$ cat src/common/dqvrt_pkg.sv
// Constants and types for the data input reference training mode logic.
// Functional notes
// - Entry write ignores its six value bits; next training write supplies value.
// - Each later training write loads its six low bits as reference value.
// - Writing bit 7 as zero leaves training; bits 6:0 are ignored.
// - After exit, keep range and value of last seven-bit setting before exit.
package dqvrt_pkg;
  localparam int unsigned CLK_PERIOD_NS       = 20;
  localparam int unsigned ENTRY_DELAY_NS      = 150;
  localparam int unsigned EXIT_DELAY_NS       = 150;
  localparam int unsigned STEP_TIME_NS        = 150;
  localparam int unsigned ENTRY_DELAY_CYC     = (ENTRY_DELAY_NS + CLK_PERIOD_NS - 1) / CLK_PERIOD_NS;
  localparam int unsigned EXIT_DELAY_CYC      = (EXIT_DELAY_NS + CLK_PERIOD_NS - 1) / CLK_PERIOD_NS;
  localparam int unsigned STEP_TIME_CYC       = (STEP_TIME_NS + CLK_PERIOD_NS - 1) / CLK_PERIOD_NS;
  localparam int unsigned VALUE_W             = 6;
  localparam int unsigned SETTING_W           = 7;
  localparam int unsigned OPCODE_W            = 8;
  localparam int unsigned ENABLE_BIT          = 7;
  localparam int unsigned RANGE_BIT           = 6;
  localparam int unsigned CNT_W               = 8;
  localparam logic [SETTING_W-1:0] SETTING_RST = 7'h00;
  typedef enum logic [1:0] {
    DQVRT_IDLE,
    DQVRT_ENTRY_WAIT,
    DQVRT_TRAIN,
    DQVRT_EXIT_WAIT
  } dqvrt_state_e;
endpackage : dqvrt_pkg

$ cat src/dqvrt_gap_timer.sv
// Down counter that marks a command gap as running.
module dqvrt_gap_timer #(
  parameter int unsigned CNT_W = 8
) (
  input  wire logic             i_clock,
  input  wire logic             i_rst,
  input  wire logic             i_load,
  input  wire logic [CNT_W-1:0] i_count,
  output logic                  o_busy
);
  logic [CNT_W-1:0] cnt_q;
  logic [CNT_W-1:0] cnt_d;

  always_comb begin
    cnt_d = cnt_q;
    if (i_load) begin
      cnt_d = i_count;
    end else if (cnt_q != '0) begin
      cnt_d = cnt_q - 1'b1;
    end
  end

  always_ff @(posedge i_clock) begin
    if (i_rst) begin
      cnt_q <= '0;
    end else begin
      cnt_q <= cnt_d;
    end
  end

  assign o_busy = (cnt_q != '0);
endmodule : dqvrt_gap_timer

$ cat src/dqvrt_mode.sv
// Training mode logic for the data input reference, driven by mode register writes.
module dqvrt_mode
  import dqvrt_pkg::*;
(
  input  wire logic                           i_clock,
  input  wire logic                           i_rst,
  input  wire logic                           i_vref_mode_register_wr,
  input  wire logic [dqvrt_pkg::OPCODE_W-1:0] i_vref_mode_register_data,
  output logic                                o_training_active,
  output logic                                o_vref_range,
  output logic [dqvrt_pkg::VALUE_W-1:0]       o_data_input_reference,
  output logic                                o_entry_gap_busy,
  output logic                                o_exit_gap_busy,
  output logic                                o_step_busy
);
  import dqvrt_pkg::*;

  // ****************************************************************
  // Mode state and setting registers.
  // ****************************************************************
  dqvrt_state_e         state_q;
  dqvrt_state_e         state_d;
  logic                 active_q;
  logic                 active_d;
  logic                 range_q;
  logic                 range_d;
  logic [VALUE_W-1:0]   value_q;
  logic [VALUE_W-1:0]   value_d;

  // ****************************************************************
  // Gap timer status.
  // ****************************************************************
  logic                 entry_busy;
  logic                 exit_busy;
  logic                 step_busy;

  // ****************************************************************
  // Write fields.
  // ****************************************************************
  logic                 wr_en;
  logic                 wr_range;
  logic [VALUE_W-1:0]   wr_value;

  assign wr_en    = i_vref_mode_register_data[ENABLE_BIT];
  assign wr_range = i_vref_mode_register_data[RANGE_BIT];
  assign wr_value = i_vref_mode_register_data[VALUE_W-1:0];

  // ****************************************************************
  // Write classification.
  // ****************************************************************
  logic                 wr_entry;
  logic                 wr_step;
  logic                 wr_exit;

  assign wr_entry = i_vref_mode_register_wr && wr_en && !active_q;
  assign wr_step  = i_vref_mode_register_wr && wr_en && active_q;
  assign wr_exit  = i_vref_mode_register_wr && !wr_en && active_q;

  // ****************************************************************
  // Training flag.
  // ****************************************************************
  always_comb begin
    active_d = active_q;
    if (i_vref_mode_register_wr) begin
      active_d = wr_en;
    end
  end

  always_ff @(posedge i_clock) begin
    if (i_rst) begin
      active_q <= 1'b0;
    end else begin
      active_q <= active_d;
    end
  end

  // ****************************************************************
  // Range and reference value setting.
  // ****************************************************************
  always_comb begin
    range_d = range_q;
    value_d = value_q;
    if (wr_entry) begin
      range_d = wr_range;
    end else if (wr_step) begin
      range_d = wr_range;
      value_d = wr_value;
    end else if (wr_exit) begin
      range_d = range_q;
      value_d = value_q;
    end
  end

  always_ff @(posedge i_clock) begin
    if (i_rst) begin
      range_q <= SETTING_RST[RANGE_BIT];
      value_q <= SETTING_RST[VALUE_W-1:0];
    end else begin
      range_q <= range_d;
      value_q <= value_d;
    end
  end

  // ****************************************************************
  // Mode sequence.
  // ****************************************************************
  always_comb begin
    state_d = state_q;
    if (wr_exit) begin
      state_d = DQVRT_EXIT_WAIT;
    end else if (wr_entry) begin
      state_d = DQVRT_ENTRY_WAIT;
    end else if (wr_step) begin
      state_d = DQVRT_TRAIN;
    end else if (!i_vref_mode_register_wr) begin
      unique case (state_q)
        DQVRT_IDLE: begin
          state_d = DQVRT_IDLE;
        end
        DQVRT_ENTRY_WAIT: begin
          if (!entry_busy) begin
            state_d = DQVRT_TRAIN;
          end
        end
        DQVRT_TRAIN: begin
          state_d = DQVRT_TRAIN;
        end
        DQVRT_EXIT_WAIT: begin
          if (!exit_busy) begin
            state_d = DQVRT_IDLE;
          end
        end
      endcase
    end
  end

  always_ff @(posedge i_clock) begin
    if (i_rst) begin
      state_q <= DQVRT_IDLE;
    end else begin
      state_q <= state_d;
    end
  end

  // ****************************************************************
  // Gap lengths in clock cycles.
  // ****************************************************************
  localparam logic [CNT_W-1:0] ENTRY_LOAD = CNT_W'(ENTRY_DELAY_CYC);
  localparam logic [CNT_W-1:0] EXIT_LOAD  = CNT_W'(EXIT_DELAY_CYC);
  localparam logic [CNT_W-1:0] STEP_LOAD  = CNT_W'(STEP_TIME_CYC);

  // ****************************************************************
  // Gap timer after entry.
  // ****************************************************************
  dqvrt_gap_timer #(.CNT_W(CNT_W)) u_entry_gap (
    .i_clock (i_clock),
    .i_rst   (i_rst),
    .i_load  (wr_entry),
    .i_count (ENTRY_LOAD),
    .o_busy  (entry_busy)
  );

  // ****************************************************************
  // Gap timer after exit.
  // ****************************************************************
  dqvrt_gap_timer #(.CNT_W(CNT_W)) u_exit_gap (
    .i_clock (i_clock),
    .i_rst   (i_rst),
    .i_load  (wr_exit),
    .i_count (EXIT_LOAD),
    .o_busy  (exit_busy)
  );

  // ****************************************************************
  // Step time after each value write.
  // ****************************************************************
  dqvrt_gap_timer #(.CNT_W(CNT_W)) u_step_gap (
    .i_clock (i_clock),
    .i_rst   (i_rst),
    .i_load  (wr_step),
    .i_count (STEP_LOAD),
    .o_busy  (step_busy)
  );

  // ****************************************************************
  // Output next values.
  // ****************************************************************
  logic                 out_active_d;
  logic                 out_range_d;
  logic [VALUE_W-1:0]   out_value_d;
  logic                 out_entry_busy_d;
  logic                 out_exit_busy_d;
  logic                 out_step_busy_d;

  always_comb begin
    out_active_d     = active_q;
    out_range_d      = range_q;
    out_value_d      = value_q;
    out_entry_busy_d = entry_busy;
    out_exit_busy_d  = exit_busy;
    out_step_busy_d  = step_busy;
  end

  // ****************************************************************
  // Output registers.
  // ****************************************************************
  always_ff @(posedge i_clock) begin
    if (i_rst) begin
      o_training_active      <= 1'b0;
      o_vref_range           <= SETTING_RST[RANGE_BIT];
      o_data_input_reference <= SETTING_RST[VALUE_W-1:0];
      o_entry_gap_busy       <= 1'b0;
      o_exit_gap_busy        <= 1'b0;
      o_step_busy            <= 1'b0;
    end else begin
      o_training_active      <= out_active_d;
      o_vref_range           <= out_range_d;
      o_data_input_reference <= out_value_d;
      o_entry_gap_busy       <= out_entry_busy_d;
      o_exit_gap_busy        <= out_exit_busy_d;
      o_step_busy            <= out_step_busy_d;
    end
  end
endmodule : dqvrt_mode

$ cat config.mk
export PLATFORM = sky130hd
export DESIGN_NAME = dqvrt_mode
export DESIGN_NICKNAME = d
export VERILOG_FILES = /design/src/common/dqvrt_pkg.sv /design/src/dqvrt_gap_timer.sv /design/src/dqvrt_mode.sv
export SDC_FILE = /design/constraint.sdc
export NUM_CORES = 1
export LEC_CHECK = 0
export BUFFER_PORTS_ARGS = -buffer_cell sky130_fd_sc_hd__buf_2
export CORE_UTILIZATION = 52
export CTS_CLUSTER_DIAMETER = 120
export DETAILED_ROUTE_END_ITERATION = 16
export PLACE_DENSITY = 0.76
export REMOVE_ABC_BUFFERS = 1
export SLEW_MARGIN = 0
export SYNTH_ARGS = -nofsm -noshare
export SYNTH_HDL_FRONTEND = slang
export SYNTH_HIERARCHICAL = 1
export SYNTH_SLANG_ARGS = --single-unit
$ cat constraint.sdc
create_clock -name i_clock -period 1.8 [get_ports i_clock]
set_input_delay 0.09 -clock i_clock [delete_from_list [all_inputs] [get_ports i_clock]]
set_output_delay 0.09 -clock i_clock [all_outputs]
set_load 0.02 [all_outputs]
==> After elaboration in Yosys (flattened, before gate mapping) <==
Cells that the tools add are included.
{ "totals": {"register_bits": 43, "output_inout_bits": 11, "word_cells": 45} }
{ "classes": {"n_addsub": 3, "n_mux": 8, "n_bitwise": 1, "n_reduce_logical": 18} }
{ "op_table": {"columns": ["cell", "count"], "rows": [
  ["two-way mux 4 bit", 6],
  ["nonzero test 8 bit", 3],
  ["subtractor 8 x 1 -> 8 bit, second input constant", 3],
  ["nonzero test 2 bit", 4],
  ["OR reduction 2 bit", 3],
  ["logical AND 1 bit", 5],
  ["zero test 1 bit", 2],
  ["two-way mux 1 bit", 2],
  ["AND reduction 2 bit", 1],
  ["NOT 1 bit", 1]
]} }

==> Logic depth before layout (Yosys ltp) <==
{ "depth": {"word_depth": 4, "depth_mapped": 6} }

==> Modules after synthesis <==
Netlist, hierarchy kept.
{ "modules_own_cells": {"columns": ["module", "instances", "cells_each", "area_per_inst_um2", "seq_area_each_um2"], "rows": [
  ["dqvrt_gap_timer", 3, 54, 479.2, 160.2],
  ["dqvrt_mode", 1, 55, 664.4, 380.4]
]} }

==> Worst setup path after synthesis <==
No wires, ideal clock.
{ "synth_path": {"path_type": "register to register", "startpoint": "reg u_entry_gap.cnt_q[4]", "endpoint": "reg u_entry_gap.cnt_q[0]", "arrival_time_ps": 1757, "required_time_ps": 1727, "setup_slack_ps": -30, "path_stages_with_launch": 6, "cell_sequence": "dfxtp_1 > or4_4 > nor4b_4 > inv_2 > or4_1 > o211ai_2"} }
{ "synth_via": {"elab_chain_len": 1} }
{ "synth_rtl": {"columns": ["item", "line", "source"], "rows": [
  ["start, declared", "dqvrt_gap_timer.sv:11", "logic [CNT_W-1:0] cnt_q;"],
  ["start signal, assigned", "dqvrt_gap_timer.sv:27", "cnt_q <= cnt_d;"],
  ["nonzero test 8 bit", null, null],
  ["net entry_busy", "dqvrt_mode.sv:33", "logic entry_busy;"]
]} }
The timed path passes the listed nets, and every way through them passes these cells.
A chain may end at the register's enable or synchronous reset.

==> Worst setup path in the final report <==
{ "layout_path": {"startpoint": "reg u_step_gap.cnt_q[2]", "endpoint": "reg u_step_gap.cnt_q[0]"} }
{ "layout_via": {"elab_chain_len": 1} }
{ "layout_rtl": {"columns": ["item", "line", "source"], "rows": [
  ["start, declared", "dqvrt_gap_timer.sv:11", null],
  ["start signal, assigned", "dqvrt_gap_timer.sv:27", null],
  ["nonzero test 8 bit", null, null],
  ["net out_step_busy_d", "dqvrt_mode.sv:193", "logic out_step_busy_d;"]
]} }
The timed path passes the listed nets, and every way through them passes these cells.

==> results_dict.tcl <==
set metrics [dict create \
    reg2reg_from "u_step_gap/cnt_q[2]$_SDFFE_PP0P_" \
    overflow 0 \
    die_w_um 65.6 \
    top_layer "met4" \
    ant_nets 0 \
    areaGrowthSynthToFinish_pct 21.8 \
    startpoint_type "flop" \
    crit_type "reg -> reg" \
    finalHoldViolCount 0 \
    synth_area_per_cell_um2 9.69 \
    n_antenna_cell 0 \
    ys_seq_area_frac 0.410 \
    synth_top_area_share 0.410 \
    violations "negative setup slack" \
    dpl-instance-area_mm2 0.00244 \
    vdd_drop_max_v 0.000646 \
    drc_errors 0 \
    dp_hpwl_um 2710 \
    drive_gt1_frac 0.291 \
    p_leak_nw 1.13 \
    worstMarginPinSlew_ns 0.682 \
    finalSetupViolCount 1 \
    nets 294 \
    instances_no_fill 326 \
    yosys_warnings 6 \
    yosys-top-cells-area "dfxtp_1, mux2_4, o32ai_1" \
    min_period_over_period 1.01 \
    fin_tns_setup_ns -0.0196 \
    clock_latency_ns 0.30 \
    crit_start "u_step_gap/cnt_q[2]$_SDFFE_PP0P_" \
    wl_um 3860 \
    dp_cells 317 \
    wl_met1_um 1940 \
    htree_levels 2 \
    rsz0062_at_grt "true" \
    powerDensity_mw_per_mm2 1560 \
    clockBufferDepth 2 \
    finClkSkew_ns 0.00558 \
    drt_iter0_drc 57 \
    slew_violations 0 \
    vias_per_cell 4.85 \
    grt_max_degree 40 \
    fp-row-count 22 \
    synth-seq-cells 43 \
    clkTransAtPathRegs_ns 0.09 \
    min_period_ns 1.82 \
    fmax_mhz 550 \
    worst_setup_path_end_kind "flop" \
    holdCritStartpoint "i_vref_mode_register_data[6]" \
    num_vias 1581 \
    cts_tree "done" \
    io_pins 22 \
    synth_area_mm2 0.00210 \
    cp.arrival_ns 2.06 \
    cts_made_buffers 5 \
    worstPathRequired_ns 2.04 \
    die_y_um 65.6 \
    status "finished, violations left" \
    firstDrtPassIters 4 \
    gp_congestion 0.803 \
    cp_max_fo 4 \
    holdWs_ns 0.0474 \
    cts.sinks 43 \
    worst_slack_ns -0.0196 \
    ys_types 36 \
    yosys.area.top_type "dfxtp_1" \
    antenna_found_initial 0 \
    max-slew-margin-rel 0.545 \
    grt_pass1_wl_um 6710 \
    initial_core_util 0.557 \
    wl_met3_um 111 \
    grt_usage 0.205 \
    cts_hold_buffers 0 \
    first_global_vias 1567 \
    min_path_type "in -> reg" \
    design_area_mm2 0.00256 \
    netlist_instances 217 \
    maxCapViolations 0 \
    die-area_mm2 0.00430 \
    wl_per_cell_um 11.9 \
    core_area_mm2 0.00377 \
    clockRootBuffer "clkbuf_8" \
    wl_met2_um 1740 \
    numPortBuffers 21 \
    pre_cts_ws_ns -0.0106 \
]
==> critical path, cell delays in order, from the launching register on <==
cell      delay, ns
dfxtp_2        0.33
or4_4          0.56
nor4b_4        0.31
inv_2          0.08
or4_4          0.42
o211ai_2       0.07
==> what timing repair did <==
item                       in CTS  in global routing
cloned                          0                  0
setup buffers                   0                  1
resized for setup               0                  8
setup endpoints to repair       5                  6
pin swaps                       3                  2
hold endpoints to repair        0                  0
==> registers in the layout (all words and copies together), names as in the netlist <==
name and flops:
out_range_d 1, o_step_busy 1, o_entry_gap_busy 1, o_training_active 1, u_step_gap/cnt_q 8, u_entry_gap/cnt_q 8
o_data_input_reference 6, out_value_d 6, u_exit_gap/cnt_q 8, o_exit_gap_busy 1, active_q 1, o_vref_range 1
==> per-stage QoR <==
step                      power [mW]   util
after floorplan                 2.74      -
after global placement          3.22  0.646
after detailed placement        3.26  0.646
after CTS                       3.90  0.671
after global routing            4.27  0.679
final                           3.98  0.679
==> routing by layer <==
| metal | vias to the layer above | GRT usage |
|---|---|---|
| li1 | 848 | - |
| met1 | 705 | 0.248 |
| met2 | 21 | 0.341 |
| met3 | 7 | 0.0434 |
| met4 | 0 | 0.0978 |
| met5 | - | 0 |
==> cells by family (layout without fill, tap and decap cells) <==
group / Yosys count / in the layout / synth area share
and+or+nand+nor: 77 / 77 / 0.238
DFF: 43 / 43 / 0.410
AOI/OAI and AO/OA: 36 / 36 / 0.124
buffers and inverters: 26 / 65 / 0.0518
muxes: 15 / 15 / 0.0875
xor gates and xnor gates: 12 / 12 / 0.0500
adders and majority gates: 6 / 6 / 0.0357
other: 2 / 24 / 0.00357
==> path summary, 6_finish.rpt <==
kind                                           end  slack (ns)  cells after the start
hold / removal            out_range_d$_SDFFE_PP0P_        0.05                      3
setup / recovery  u_step_gap/cnt_q[0]$_SDFFE_PP0P_       -0.02                      5
setup reg to reg  u_step_gap/cnt_q[0]$_SDFFE_PP0P_       -0.02                      5
hold reg to reg            o_vref_range$_SDFF_PP0_        0.46                      1
==> power breakdown <==
group	switching (mW)	leakage, nW	internal (mW)
clock	0.362	0.0408	0.277
combinational	0.893	0.732	1.05
sequential	0.197	0.355	1.20
==> synth_stat cells <==
cell	count
dfxtp_1	43
nand2_1	19
inv_1	15
a21oi_1	14
nor2b_1	12
o32ai_1	9
nor2_1	7
clkbuf_1	6
ha_1	6
mux2_4	6
mux2i_1	6
o21bai_1	6
xnor2_1	6
xor2_1	6
and2b_1	5
nand3_1	4
inv_2	3
mux2_1	3
nor3_1	3
nor3b_1	3
nor4_1	3
nor4b_4	3
o211ai_2	3
o22ai_1	3
or2_2	3
or3_1	3
or4_1	3
or4_2	3
or4_4	3
conb_1	2
a21bo_2	1
and3_1	1
and3b_2	1
buf_4	1
buf_6	1
nand2b_1	1
==> cell usage in the layout, fill, tap and decap left out, types with 2 or more instances in the layout <==
cell	count
a21oi_1	14
and2b_1	5
buf_2	21
buf_4	18
clkbuf_8	5
clkinvlp_4	2
conb_1	24
dfxtp_1	40
dfxtp_2	3
ha_1	6
inv_1	15
inv_2	3
mux2_4	7
mux2i_1	6
nand2_1	19
nand3_1	4
nor2_1	7
nor2b_1	12
nor3_1	3
nor3b_1	3
nor4_1	3
nor4b_4	3
o211ai_2	3
o21bai_1	6
o22ai_2	2
o32ai_1	9
or2_2	3
or3_1	3
or4_1	2
or4_2	3
or4_4	4
xnor2_1	6
xor2_1	6
==> layout make-up <==
type                       count  area [um^2]
multi-input combinational    170         1230
fill                         303         1210
sequential                    43          865
timing repair buffer          39          240
clock buffer                   5         68.8
inverter                      18         67.6
tap                           48         60.1
clock inverter                 3         23.8
Note: power is estimated with default switching activity, not from simulation.
